`config.mk`:
```
export PLATFORM = sky130hd
export DESIGN_NAME = arith_instruction_alu
export DESIGN_NICKNAME = d
export VERILOG_FILES = /design/src/logic/arith_alu_pkg.sv /design/src/logic/arith_instruction_alu.sv
export SDC_FILE = /design/constraint.sdc
export NUM_CORES = 1
export LEC_CHECK = 0
export BUFFER_PORTS_ARGS = -buffer_cell sky130_fd_sc_hd__buf_2
export CORE_MARGIN = 1.5
export CORE_UTILIZATION = 45
export DETAILED_ROUTE_END_ITERATION = 7
export GPL_TIMING_DRIVEN = 0
export PLACE_DENSITY = 0.72
export SLEW_MARGIN = 10
export SYNTH_ARGS = -nofsm -noshare
export SYNTH_HDL_FRONTEND = slang
export SYNTH_SLANG_ARGS = --single-unit
export TNS_END_PERCENT = 100
```
`constraint.sdc`:
```
create_clock -name mclk -period 2.5 [get_ports mclk]
set_clock_uncertainty 0.2 [all_clocks]
set_input_delay 0.5 -clock mclk [delete_from_list [all_inputs] [get_ports mclk]]
set_output_delay 0.5 -clock mclk [all_outputs]
set_load 0.01 [all_outputs]
```
`src/logic/arith_alu_pkg.sv`:
```
// Purpose: Shared constants and types for the arithmetic datapath.
// Assumes: One core clock; registers on a 32-bit Avalon-MM slave.
// Notes:   Byte addresses below are word aligned.
package arith_alu_pkg;

   // Operand and result width.
   localparam int DATA_W = 8;

   // Instruction forms carried out by the datapath.
   typedef enum logic [4:0] {
      OP_ADD_WI  = 5'h00,
      OP_ADD_WM  = 5'h01,
      OP_ADD_MW  = 5'h02,
      OP_ADDC_WM = 5'h03,
      OP_ADDC_MW = 5'h04,
      OP_ADDC_W  = 5'h05,
      OP_ADDC_M  = 5'h06,
      OP_NADD_WM = 5'h07,
      OP_NADD_MW = 5'h08,
      OP_SUB_WI  = 5'h09,
      OP_SUB_WM  = 5'h0A,
      OP_SUB_MW  = 5'h0B,
      OP_SUBC_WM = 5'h0C,
      OP_SUBC_MW = 5'h0D,
      OP_SUBC_W  = 5'h0E,
      OP_SUBC_M  = 5'h0F,
      OP_INC_M   = 5'h10,
      OP_DEC_M   = 5'h11,
      OP_CLEAR_M = 5'h12
   } op_type;

   // Register byte offsets.
   localparam logic [4:0] REG_WORK_OFS   = 5'h00;
   localparam logic [4:0] REG_FLAGS_OFS  = 5'h04;
   localparam logic [4:0] REG_CTRL_OFS   = 5'h08;
   localparam logic [4:0] REG_STATUS_OFS = 5'h0C;
   localparam logic [4:0] REG_LAST_OFS   = 5'h10;

   // Flag register field positions.
   localparam int FLAG_ZERO_POS   = 0;
   localparam int FLAG_CARRY_POS  = 1;
   localparam int FLAG_NIBBLE_POS = 2;
   localparam int FLAG_SIGNED_POS = 3;
   localparam int FLAG_W          = 4;

   // Control and status field positions.
   localparam int CTRL_ENABLE_POS   = 0;
   localparam int STATUS_BADOP_POS  = 0;
   localparam int STATUS_COUNT_LSB  = 8;
   localparam int LAST_OP_LSB       = 8;

   // Reset values.
   localparam logic [7:0] WORK_RST   = 8'h00;
   localparam logic [3:0] FLAGS_RST  = 4'h0;
   localparam logic       ENABLE_RST = 1'b1;
   localparam logic [7:0] COUNT_RST  = 8'h00;

endpackage

```
`src/logic/arith_instruction_alu.sv`:
```
// Purpose: Eight-bit arithmetic datapath with working register and four status flags.
// Assumes: The decoder presents the instruction form, immediate and memory byte with op_valid.
// Notes:   One instruction per accepted cycle; results and memory writes are registered.
//
// Contract
// (RULE1) Immediate add sums working register and immediate into working register.
// (RULE2) Memory add sums working register and memory byte into chosen destination.
// (RULE3) Add with carry sums working register, memory byte and carry into destination.
// (RULE4) Working register add-carry form adds only carry to working register.
// (RULE5) Memory add-carry form adds carry to memory byte, written back there.
// (RULE6) Negate-sum into working register: memory byte minus working register.
// (RULE7) Negate-sum into memory: working register minus memory byte, written to memory.
// (RULE8) Immediate subtract: working register minus immediate into working register.
// (RULE9) Working register minus memory byte kept in working register.
// (RULE10) Memory byte minus working register written back to memory.
// (RULE11) Borrow subtract: working register minus memory minus carry into working register.
// (RULE12) Borrow subtract: memory minus working register minus carry into memory.
// (RULE13) Working register borrow form subtracts only carry from working register.
// (RULE14) Memory borrow form subtracts carry from memory byte, written back.
// (RULE15) Increment adds one to memory byte, updating all four flags.
// (RULE16) Decrement subtracts one from memory byte, updating all four flags.
// (RULE17) Clear writes zero to memory and leaves all four flags unchanged.
// (RULE18) All arithmetic forms except clear update the four flags from the result.
// (RULE19) Eight-bit operands; zero flag on zero result, signed flag on overflow.
// (RULE20) Carry is carry-out or borrow; nibble flag is bit three to four carry.
//
// The address map and the Avalon-MM register port were left to the implementer.
`timescale 1ns/1ps
module arith_instruction_alu #(
   parameter int AVS_ADDR_W = 5,
   parameter int WIDTH      = arith_alu_pkg::DATA_W
) (
   // Clock and reset
   input  wire logic                  mclk,
   input  wire logic                  arst_n,
   // Instruction request from the decoder
   input  wire logic                  op_valid,
   output logic                       op_ready,
   input  wire arith_alu_pkg::op_type op_code,
   input  wire logic [7:0]            op_imm,
   input  wire logic [7:0]            op_mem,
   // Memory write-back and completion
   output logic                       mem_wr_en,
   output logic [7:0]                 mem_wr_data,
   output logic                       op_done,
   // Architectural state
   output logic [7:0]                 working_register,
   output logic                       zero_flag,
   output logic                       carry_flag,
   output logic                       nibble_wrap_bit,
   output logic                       signed_wrap_bit,
   // Avalon-MM register slave
   input  wire logic [AVS_ADDR_W-1:0] avs_address,
   input  wire logic                  avs_read,
   input  wire logic                  avs_write,
   input  wire logic [31:0]           avs_writedata,
   input  wire logic [3:0]            avs_byteenable,
   output logic [31:0]                avs_readdata,
   output logic                       avs_waitrequest
);
   import arith_alu_pkg::*;

   ////////////////////////////////////////////////////////////////////////////////
   // Elaboration checks.
   generate
      if (WIDTH != 8) begin : g_bad_width
         $error("arith_instruction_alu supports an eight-bit datapath only");
      end
      if (AVS_ADDR_W < 5) begin : g_bad_addr
         $error("arith_instruction_alu needs at least five address bits");
      end
   endgenerate

   ////////////////////////////////////////////////////////////////////////////////
   // Reset release through two flip-flops.
   logic rst_meta_q;
   logic rst_q;

   always_ff @(posedge mclk or negedge arst_n) begin
      if (!arst_n) begin
         rst_meta_q <= 1'b1;
         rst_q      <= 1'b1;
      end else begin
         rst_meta_q <= 1'b0;
         rst_q      <= rst_meta_q;
      end
   end

   ////////////////////////////////////////////////////////////////////////////////
   // Decoding helpers.

   // Forms whose result goes back to the addressed memory byte.
   function automatic logic dest_is_mem(input op_type op);
      case (op)
         OP_ADD_MW, OP_ADDC_MW, OP_ADDC_M, OP_NADD_MW, OP_SUB_MW,
         OP_SUBC_MW, OP_SUBC_M, OP_INC_M, OP_DEC_M, OP_CLEAR_M: dest_is_mem = 1'b1;
         default: dest_is_mem = 1'b0;
      endcase
   endfunction

   // Forms that the datapath knows; anything else is refused as a bad code.
   function automatic logic op_known(input op_type op);
      op_known = (op <= OP_CLEAR_M);
   endfunction

   ////////////////////////////////////////////////////////////////////////////////
   // State.
   logic [7:0] work_q;
   logic [3:0] flags_q;
   logic       enable_q;
   logic       bad_op_q;
   logic [7:0] count_q;
   logic [7:0] last_result_q;
   logic [4:0] last_op_q;
   logic       mem_wr_en_q;
   logic [7:0] mem_wr_data_q;
   logic       op_done_q;

   logic       take;
   logic       take_good;

   assign op_ready  = enable_q & ~rst_q;
   assign take      = op_valid & op_ready;
   assign take_good = take & op_known(op_code);

   ////////////////////////////////////////////////////////////////////////////////
   // Operand selection.
   logic [7:0] opnd_x;
   logic [7:0] opnd_y;
   logic       carry_in;
   logic       is_sub;
   logic       is_clear;

   always_comb begin
      opnd_x   = work_q;
      opnd_y   = 8'h00;
      carry_in = 1'b0;
      is_sub   = 1'b0;
      is_clear = 1'b0;
      case (op_code)
         OP_ADD_WI: begin
            opnd_y = op_imm; // [RULE1]
         end
         OP_ADD_WM, OP_ADD_MW: begin
            opnd_y = op_mem; // [RULE2]
         end
         OP_ADDC_WM, OP_ADDC_MW: begin
            opnd_y   = op_mem; // [RULE3]
            carry_in = flags_q[FLAG_CARRY_POS];
         end
         OP_ADDC_W: begin
            carry_in = flags_q[FLAG_CARRY_POS]; // [RULE4]
         end
         OP_ADDC_M: begin
            opnd_x   = op_mem; // [RULE5]
            carry_in = flags_q[FLAG_CARRY_POS];
         end
         OP_NADD_WM: begin
            // Negated working register plus memory equals memory minus working register.
            opnd_x = op_mem; // [RULE6]
            opnd_y = work_q;
            is_sub = 1'b1;
         end
         OP_NADD_MW: begin
            opnd_y = op_mem; // [RULE7]
            is_sub = 1'b1;
         end
         OP_SUB_WI: begin
            opnd_y = op_imm; // [RULE8]
            is_sub = 1'b1;
         end
         OP_SUB_WM: begin
            opnd_y = op_mem; // [RULE9]
            is_sub = 1'b1;
         end
         OP_SUB_MW: begin
            opnd_x = op_mem; // [RULE10]
            opnd_y = work_q;
            is_sub = 1'b1;
         end
         OP_SUBC_WM: begin
            opnd_y   = op_mem; // [RULE11]
            carry_in = flags_q[FLAG_CARRY_POS];
            is_sub   = 1'b1;
         end
         OP_SUBC_MW: begin
            opnd_x   = op_mem; // [RULE12]
            opnd_y   = work_q;
            carry_in = flags_q[FLAG_CARRY_POS];
            is_sub   = 1'b1;
         end
         OP_SUBC_W: begin
            carry_in = flags_q[FLAG_CARRY_POS]; // [RULE13]
            is_sub   = 1'b1;
         end
         OP_SUBC_M: begin
            opnd_x   = op_mem; // [RULE14]
            carry_in = flags_q[FLAG_CARRY_POS];
            is_sub   = 1'b1;
         end
         OP_INC_M: begin
            opnd_x = op_mem; // [RULE15]
            opnd_y = 8'h01;
         end
         OP_DEC_M: begin
            opnd_x = op_mem; // [RULE16]
            opnd_y = 8'h01;
            is_sub = 1'b1;
         end
         OP_CLEAR_M: begin
            is_clear = 1'b1; // [RULE17]
         end
         default: begin
            is_clear = 1'b0;
         end
      endcase
   end

   ////////////////////////////////////////////////////////////////////////////////
   // Adder. Subtraction adds the inverted subtrahend and inverted borrow, so one
   // carry chain serves both; the carry sense is flipped back into a borrow.
   logic [7:0] y_eff;
   logic       cin_eff;
   logic [8:0] sum9;
   logic [4:0] sum5;
   logic [7:0] result;
   logic [3:0] flags_new;

   assign y_eff   = is_sub ? ~opnd_y : opnd_y;
   assign cin_eff = is_sub ? ~carry_in : carry_in;
   assign sum9    = {1'b0, opnd_x} + {1'b0, y_eff} + {8'h00, cin_eff};
   assign sum5    = {1'b0, opnd_x[3:0]} + {1'b0, y_eff[3:0]} + {4'h0, cin_eff};
   assign result  = is_clear ? 8'h00 : sum9[7:0];

   always_comb begin
      flags_new                  = flags_q;
      flags_new[FLAG_ZERO_POS]   = (result == 8'h00); // [RULE19]
      flags_new[FLAG_CARRY_POS]  = sum9[8] ^ is_sub; // [RULE20]
      flags_new[FLAG_NIBBLE_POS] = sum5[4] ^ is_sub; // [RULE20]
      flags_new[FLAG_SIGNED_POS] = (opnd_x[7] == y_eff[7]) && (result[7] != opnd_x[7]); // [RULE19]
   end

   ////////////////////////////////////////////////////////////////////////////////
   // Avalon-MM slave. Every access waits one cycle so read data are registered.
   logic        req;
   logic        ack_q;
   logic        wr_go;
   logic [31:0] rdata_q;
   logic [4:0]  reg_ofs;
   logic        hit_hi_zero;

   // Address bits above the register window must be zero for a register hit.
   assign hit_hi_zero     = ((avs_address >> 5) == '0);
   assign req             = avs_read | avs_write;
   assign avs_waitrequest = req & ~ack_q;
   assign wr_go           = avs_write & ack_q & avs_byteenable[0];
   assign reg_ofs         = avs_address[4:0];

   always_ff @(posedge mclk or posedge rst_q) begin
      if (rst_q) begin
         ack_q <= 1'b0;
      end else begin
         ack_q <= req & ~ack_q;
      end
   end

   always_ff @(posedge mclk or posedge rst_q) begin
      if (rst_q) begin
         rdata_q <= 32'h0000_0000;
      end else if (avs_read && !ack_q) begin
         if (!hit_hi_zero) begin
            rdata_q <= 32'h0000_0000;
         end else if (reg_ofs == REG_WORK_OFS) begin
            rdata_q <= {24'h000000, work_q};
         end else if (reg_ofs == REG_FLAGS_OFS) begin
            rdata_q <= {28'h0000000, flags_q};
         end else if (reg_ofs == REG_CTRL_OFS) begin
            rdata_q <= {31'h00000000, enable_q};
         end else if (reg_ofs == REG_STATUS_OFS) begin
            rdata_q <= {16'h0000, count_q, 7'h00, bad_op_q};
         end else if (reg_ofs == REG_LAST_OFS) begin
            rdata_q <= {19'h00000, last_op_q, last_result_q};
         end else begin
            rdata_q <= 32'h0000_0000;
         end
      end
   end

   assign avs_readdata = rdata_q;

   ////////////////////////////////////////////////////////////////////////////////
   // Working register. An instruction in the same cycle beats a software write.
   always_ff @(posedge mclk or posedge rst_q) begin
      if (rst_q) begin
         work_q <= WORK_RST;
      end else if (take_good && !dest_is_mem(op_code)) begin
         work_q <= result; // [RULE1] [RULE2] [RULE3] [RULE4] [RULE6] [RULE8] [RULE9] [RULE11] [RULE13]
      end else if (wr_go && hit_hi_zero && reg_ofs == REG_WORK_OFS) begin
         work_q <= avs_writedata[7:0];
      end
   end

   // Status flags. Clear keeps them; every other known form loads them.
   always_ff @(posedge mclk or posedge rst_q) begin
      if (rst_q) begin
         flags_q <= FLAGS_RST;
      end else if (take_good && !is_clear) begin
         flags_q <= flags_new; // [RULE18]
      end else if (wr_go && hit_hi_zero && reg_ofs == REG_FLAGS_OFS) begin
         flags_q <= avs_writedata[3:0];
      end
   end

   // Enable gates the request handshake so software can freeze the datapath.
   always_ff @(posedge mclk or posedge rst_q) begin
      if (rst_q) begin
         enable_q <= ENABLE_RST;
      end else if (wr_go && hit_hi_zero && reg_ofs == REG_CTRL_OFS) begin
         enable_q <= avs_writedata[CTRL_ENABLE_POS];
      end
   end

   // Bad-code flag is sticky; writing one clears it, but a new bad code wins.
   always_ff @(posedge mclk or posedge rst_q) begin
      if (rst_q) begin
         bad_op_q <= 1'b0;
      end else if (take && !op_known(op_code)) begin
         bad_op_q <= 1'b1;
      end else if (wr_go && hit_hi_zero && reg_ofs == REG_STATUS_OFS
                   && avs_writedata[STATUS_BADOP_POS]) begin
         bad_op_q <= 1'b0;
      end
   end

   // Executed-instruction count wraps at 256.
   always_ff @(posedge mclk or posedge rst_q) begin
      if (rst_q) begin
         count_q <= COUNT_RST;
      end else if (take_good) begin
         count_q <= count_q + 8'h01;
      end
   end

   always_ff @(posedge mclk or posedge rst_q) begin
      if (rst_q) begin
         last_result_q <= 8'h00;
         last_op_q     <= 5'h00;
      end else if (take_good) begin
         last_result_q <= result;
         last_op_q     <= op_code;
      end
   end

   ////////////////////////////////////////////////////////////////////////////////
   // Memory write-back, one cycle after the instruction is taken.
   always_ff @(posedge mclk or posedge rst_q) begin
      if (rst_q) begin
         mem_wr_en_q   <= 1'b0;
         mem_wr_data_q <= 8'h00;
         op_done_q     <= 1'b0;
      end else begin
         mem_wr_en_q <= take_good && dest_is_mem(op_code); // [RULE2] [RULE5] [RULE7] [RULE10]
         op_done_q   <= take_good;
         if (take_good && dest_is_mem(op_code)) begin
            mem_wr_data_q <= result; // [RULE12] [RULE14] [RULE15] [RULE16] [RULE17]
         end
      end
   end

   assign mem_wr_en        = mem_wr_en_q;
   assign mem_wr_data      = mem_wr_data_q;
   assign op_done          = op_done_q;
   assign working_register = work_q;
   assign zero_flag        = flags_q[FLAG_ZERO_POS];
   assign carry_flag       = flags_q[FLAG_CARRY_POS];
   assign nibble_wrap_bit  = flags_q[FLAG_NIBBLE_POS];
   assign signed_wrap_bit  = flags_q[FLAG_SIGNED_POS];
endmodule

```
### Yosys cells after proc, flatten, opt, wreduce, memory -nomap -nowiden

Memory sizes are Yosys's and may differ from the RTL's.
Cells that the tools add are included.

| storage, ports and cells | value |
|---|---|
| flip-flop bits (word level) | 80 |
| latch bits | 0 |
| RAM bits | 0 |
| ROM bits | 96 |
| bits of input ports | 67 |
| memories | 3 |

| operators by class | value |
|---|---|
| add/sub/neg operators | 5 |
| $mul | 0 |
| divide/modulo/power cells | 0 |
| $lt $le $gt $ge | 1 |
| equality and inequality tests | 24 |
| shift operators | 0 |
| multiplexer cells | 19 |
| bitwise operators | 13 |
| reduce and logical (&&, ||, !) cells | 29 |

Memory list:

| name | depth | width | rd ports | clocked after Yosys merged registers in | wr ports | RTL line | text |
|---|---|---|---|---|---|---|---|
| (name not given) | 32 | 1 | 1 | 0 | 0 | arith_instruction_alu.sv:94 | `case (op)` |
| (name not given) | 32 | 1 | 1 | 0 | 0 | arith_instruction_alu.sv:94 |  |
| (name not given) | 32 | 1 | 1 | 0 | 0 | arith_instruction_alu.sv:94 |  |

Operators by type and width:

| cell | number |
|---|---|
| 2-to-1 mux 16 bit | 4 |
| equality test 5 x 4 -> 1 bit, second input constant | 10 |
| 2-to-1 mux 8 bit | 5 |
| case mux 8 bit (4 select lines) | 1 |
| equality test 5 x 3 -> 1 bit, second input constant | 5 |
| equality test 5 bit, second input constant | 4 |
| OR reduction 7 bit | 2 |
| 2-to-1 mux 13 bit | 1 |
| logical AND 1 bit | 12 |
| equality test 5 x 2 -> 1 bit, second input constant | 2 |
| logical NOT 5 bit | 2 |
| OR reduction 10 bit | 1 |
| adder 8 x 8 -> 9 bit | 1 |
| adder 9 x 1 -> 9 bit | 1 |
| adder 8 x 1 -> 8 bit, second input constant | 1 |
| logical NOT 8 bit | 1 |
| 2-to-1 mux 4 bit | 2 |
| NOT 8 bit | 1 |
| OR reduction 8 bit | 1 |
| AND 1 bit | 6 |
| 2-to-1 mux 1 bit | 6 |
| nonzero test 2 bit | 3 |
| adder 4 x 4 -> 5 bit | 1 |
| adder 5 x 1 -> 5 bit | 1 |
| 10 further kinds | 17 |

### Logic depth before layout (Yosys ltp)

| depth | value |
|---|---|
| word-level depth | 11 |
| mapped depth | 16 |

### Least setup slack after synthesis

Ideal clock, no wire load.

| timing path | value |
|---|---|
| kind | input port to flip-flop |
| start point | in op_code[0] |
| end point | reg flags_q[1] |
| data arrival time | 3.967 ns |
| path slack | -1.795 ns |
| stages | 15 |
| buffers on the path | 1 |
| cell sequence | inv_1 > ha_1 > mux2_1 > and3_1 > a311o_1 > buf_6 > mux2_2 > fa_1 > fa_1 > a211oi_1 > o21bai_1 > a2111oi_0 > nor3_1 > nor3_1 > a21oi_1 |

| between the ends | value |
|---|---|
| longest elaborated chain between the ends | 9 |
| elaborated cells between the ends (all ways) | 44 |

RTL lines:

| item | RTL line | text |
|---|---|---|
| start, declared | arith_instruction_alu.sv:39 | `input wire arith_alu_pkg::op_type op_code,` |
| equality test 5 x 4 -> 1 bit (tied with other cells) | arith_instruction_alu.sv:140 | `case (op_code)` |
| OR reduction 7 bit (no source line) (tied with other cells) | -- |  |
| case mux 8 bit (4 select lines) | arith_instruction_alu.sv:140 |  |
| NOT 8 bit | arith_instruction_alu.sv:229 | `assign y_eff = is_sub ? ~opnd_y : opnd_y;` |
| 2-to-1 mux 8 bit | arith_instruction_alu.sv:229 |  |
| adder 8 x 8 -> 9 bit | arith_instruction_alu.sv:231 | `assign sum9 = {1'b0, opnd_x} + {1'b0, y_eff} + {8'h00, cin_eff};` |
| adder 9 x 1 -> 9 bit | arith_instruction_alu.sv:231 |  |
| bitwise XOR 1 bit | arith_instruction_alu.sv:238 | `flags_new[FLAG_CARRY_POS] = sum9[8] ^ is_sub;` |
| 2-to-1 mux 4 bit | arith_instruction_alu.sv:307 | `end else if (take_good && !is_clear) begin` |
| end signal, assigned | arith_instruction_alu.sv:308 | `flags_q <= flags_new;` |
| end signal, assigned | arith_instruction_alu.sv:310 | `flags_q <= avs_writedata[3:0];` |
| end, declared | arith_instruction_alu.sv:109 | `logic [3:0] flags_q;` |

Parallel ways exist; a longest one is shown, timed or not.
A chain may end at the register's enable or synchronous reset.

### Final worst setup path

| timing path | value |
|---|---|
| start point | in op_code[1] |
| end point | reg flags_q[1] |

Same word-level chain as after synthesis.

==> results.py <==
metrics = {
    "min_path": {
        "hold_path.class": "register to asynchronous set/reset pin",
    },
    "floorplanning": {
        "io_pins": 123,
        "chipHeight_microns": 95.03,
        "fp.coreArea_sq_um": 8217,
        "die_w_microns": 95.03,
        "rows": 33,
        "initial_utilization_pct": 46.38,
        "die_area_sq_um": 9031,
    },
    "critical_path": {
        "required_ns": 2.51,
        "cp-end-kind": "register",
        "startpoint_type": "input pin",
        "path_max_fanout": 5,
        "critical_path_arrival_ns": 3.72,
        "critPathKind": "input pin to register",
    },
    "placed_design": {
        "dpl_cell_area_sq_um": 4488,
        "pre_cts_ws_ns": -1.965,
        "dpl.hpwl_mm": 7.320,
        "io_buffers": 78,
        "gp_congestion": 0.8888,
    },
    "sta": {
        "period_minus_slack_ns": 3.715,
        "post-route-period-util_pct": 148.6,
        "setup_slack_ns": -1.215,
        "setup_viol": 28,
        "maxSlewViolCount": 0,
        "fmax_ghz": 0.2692,
        "tightest_slew_ns": 0.5613,
        "rsz0062_at_grt": "yes",
        "hold_violations": 0,
        "slew_headroom_pct": 62.44,
    },
    "status": {
        "status": "complete, but fails checks",
        "violations": "setup timing",
    },
    "grt": {
        "gr-usage-met3_pct": 2.871,
        "globalRoute.busiestLayer": "met2",
        "grt_pass1_vias": 3202,
        "grtUsageMet2_pct": 36.61,
        "antenna_found_initial": 0,
        "track_usage_pct": 22.32,
        "grt_max_degree": 40,
        "globalRouteOverflowTotal": 0,
        "grtUsageMet1_pct": 29.88,
        "grt_pass1_wl_mm": 15.55,
    },
    "clock_tree": {
        "cts_buffer_depth": 2,
        "cts_inserted_buffers": 9,
        "ctsHtreeMaxLevel": 3,
        "root_buffer": "clkbuf_8",
        "cts_sinks": 64,
        "clkTransAtPathRegs_ns": 0.07,
        "insertion_delay_ns": 0.34,
        "tritoncts": "built",
    },
    "routing": {
        "dr.pass1.iters": 5,
        "wire_per_inst_microns": 15.76,
        "routed-via-count": 3397,
        "drc": 0,
        "routed_via_density": 5.401,
        "ant_nets": 0,
        "wirelength_mm": 9.910,
        "drt_iter0_drc": 146,
    },
    "power": {
        "internal_power_mw": 2.283,
        "p_comb_share_pct": 33.9,
        "p_sw_share_pct": 33.42,
        "p_switching_mw": 1.146,
        "total_leakage_power_nw": 2.457,
        "seq_power_share_pct": 37.7,
        "p_clk_share_pct": 28.4,
        "finalPower_mw": 3.428,
        "pwr_density_cell_nw_per_um2": 676.2,
        "peakVddDrop_mv": 0.3182,
    },
    "finish": {
        "fillers": 701,
        "drive_gt1_share_pct": 37.40,
        "nNetsFinal": 601,
        "n_antenna_cell": 0,
        "design_area_sq_um": 5070,
        "area.growth.synth_to_final_pct": 33.03,
    },
    "yosys": {
        "synth-seq-area-share_pct": 42.12,
        "synth_edf_count": 0,
        "synth_warnings": 0,
        "ys.flop_type": "dfrtp_1",
        "synth_cells": 392,
        "avgSynthCellArea_sq_um": 9.722,
        "ys_ff_latch": 64,
        "syn_area_sq_um": 3811,
        "synthArstFlopShare_pct": 100.0,
        "ys_types": 54,
    },
    "flow_run": {
        "maxCapViolations": 0,
    },
}
==> cells in the mapped netlist, drive strengths merged, types with 8 or more instances <==
| master | count | area (sq um) |
|---|---|---|
| a21oi | 14 | 70.07 |
| a22o | 10 | 87.58 |
| a22oi | 8 | 60.06 |
| buf | 23 | 158.9 |
| clkbuf | 12 | 45.04 |
| dfrtp | 61 | 1526 |
| ha | 13 | 162.7 |
| mux2 | 14 | 161.4 |
| mux2i | 19 | 190.2 |
| nand2 | 53 | 198.9 |
| nor2 | 11 | 41.29 |
| o21ai | 47 | 235.2 |
| xnor2 | 23 | 201.4 |
==> state kept, by name, summed over array words and instances, names as in the netlist, 4 cells and up <==
name / count
mem_wr_data: 8
working_register: 8
last_result_q: 8
flags_q: 4
avs_readdata: 16
last_op_q: 5
count_q: 8
==> layout by cell type, fill, tap and decap left out, types with 3 or more instances in the layout <==
master    count
and3_1        4
buf_6         3
clkbuf_8     10
dfstp_2       3
ha_1          9
nand4_1       4
nand2_2       3
and2_1        4
o21ai_0      29
nand2b_1      4
mux2_4        3
dfrtp_1      61
o21ai_1      15
nand3_1       5
conb_1       17
nand2_1      50
buf_2        78
mux2_2       11
xnor2_1      19
a22oi_1       7
clkbuf_1     12
mux2i_1      19
a22o_1       10
a21o_1        3
a222oi_1      7
a21oi_2       4
ha_4          3
nor3_1        5
nor2_1       10
a21oi_1      10
inv_1         4
xnor2_2       4
buf_4        37
==> power by group through the flow <==
stage          Combinational [mW]  Clock, mW  Sequential [mW]
2_1_floorplan               0.663          0             1.29
3_3_place_gp                0.942          0             1.30
3_5_place_dp                0.975          0             1.31
4_1_cts                      1.07      0.985             1.29
5_1_grt                      1.27       1.04             1.31
6_report                     1.16      0.974             1.29
==> path summary, 6_finish.rpt <==
kind / slack (ns) / from / depth (start not counted) / end
hold / removal: 0.10 / rst_q / 1 / count_q[3]
setup / recovery: -1.22 / op_code[1] / 14 / flags_q[1]
max in group asynchronous: 1.36 / rst_q / 2 / enable_q
min in group mclk: 0.16 / rst_meta_q / 0 / rst_q
hold reg to reg: 0.10 / rst_q / 1 / count_q[3]
setup reg to reg: -0.58 / working_register[0] / 10 / flags_q[1]
==> layout make-up <==
class / instances / area [sq um] / share of cell area, %
Sequential cell: 64 / 1605 / 31.66
Clock buffer: 11 / 141.4 / 2.789
Multi-Input combinational cell: 302 / 2255 / 44.47
Timing Repair Buffer: 102 / 614.3 / 12.12
Tap cell: 105 / 131.4 / 2.591
Inverter: 7 / 38.79 / 0.7651
Clock inverter: 5 / 80.08 / 1.579
Buffer: 33 / 203.9 / 4.023
==> layer usage <==
layer  vias up  routed length, microns
li1       1639                       -
met1      1617                    4475
met2       126                    4704
met3        15                     562
met4         0                     168
met5         -                       0
==> metrics by stage <==
| stage | hold slack [ns] | setup TNS (ns) | utilization, % | instances |
|---|---|---|---|---|
| floorplan | 0.1452 | -25.55 | - | 408 |
| global placement | 0.1469 | -51.96 | 54.38 | 591 |
| detailed placement | 0.1221 | -42.17 | 54.62 | 592 |
| CTS | 0.1302 | -21.67 | 60.33 | 622 |
| global route | 0.1605 | -27.44 | 61.70 | 629 |
| finish | 0.1007 | -23.22 | 61.70 | 629 |
==> cells by family after synthesis <==
group           share of synthesized area, %
fa+ha+maj                              5.319
xor+xnor                               5.975
buf+inv                                6.041
other cells                          0.09840
simple gates                           12.80
flops                                  42.12
mux                                    9.225
compound gates                         18.42
==> what timing repair did <==
| action | CTS | global route |
|---|---|---|
| setup buffers | 13 | 9 |
| hold endpoints to repair | 2 | 0 |
| endpoints found under the setup margin | 28 | 30 |
| resized for setup | 33 | 21 |
| hold buffers | 1 | 0 |
| pin swaps | 18 | 6 |
==> critical path, stage by stage <==
cell and delay [ns]:
buf_8 0.12, ha_4 0.17, mux2_4 0.27, and3_4 0.15, a311o_1 0.35, mux2_4 0.32, fa_2 0.41, fa_2 0.38
a211oi_2 0.25, o21bai_2 0.14, a2111oi_2 0.38, nor3_1 0.08, nor3_1 0.15, a21oi_1 0.06
(Power assumes the default switching activity.)
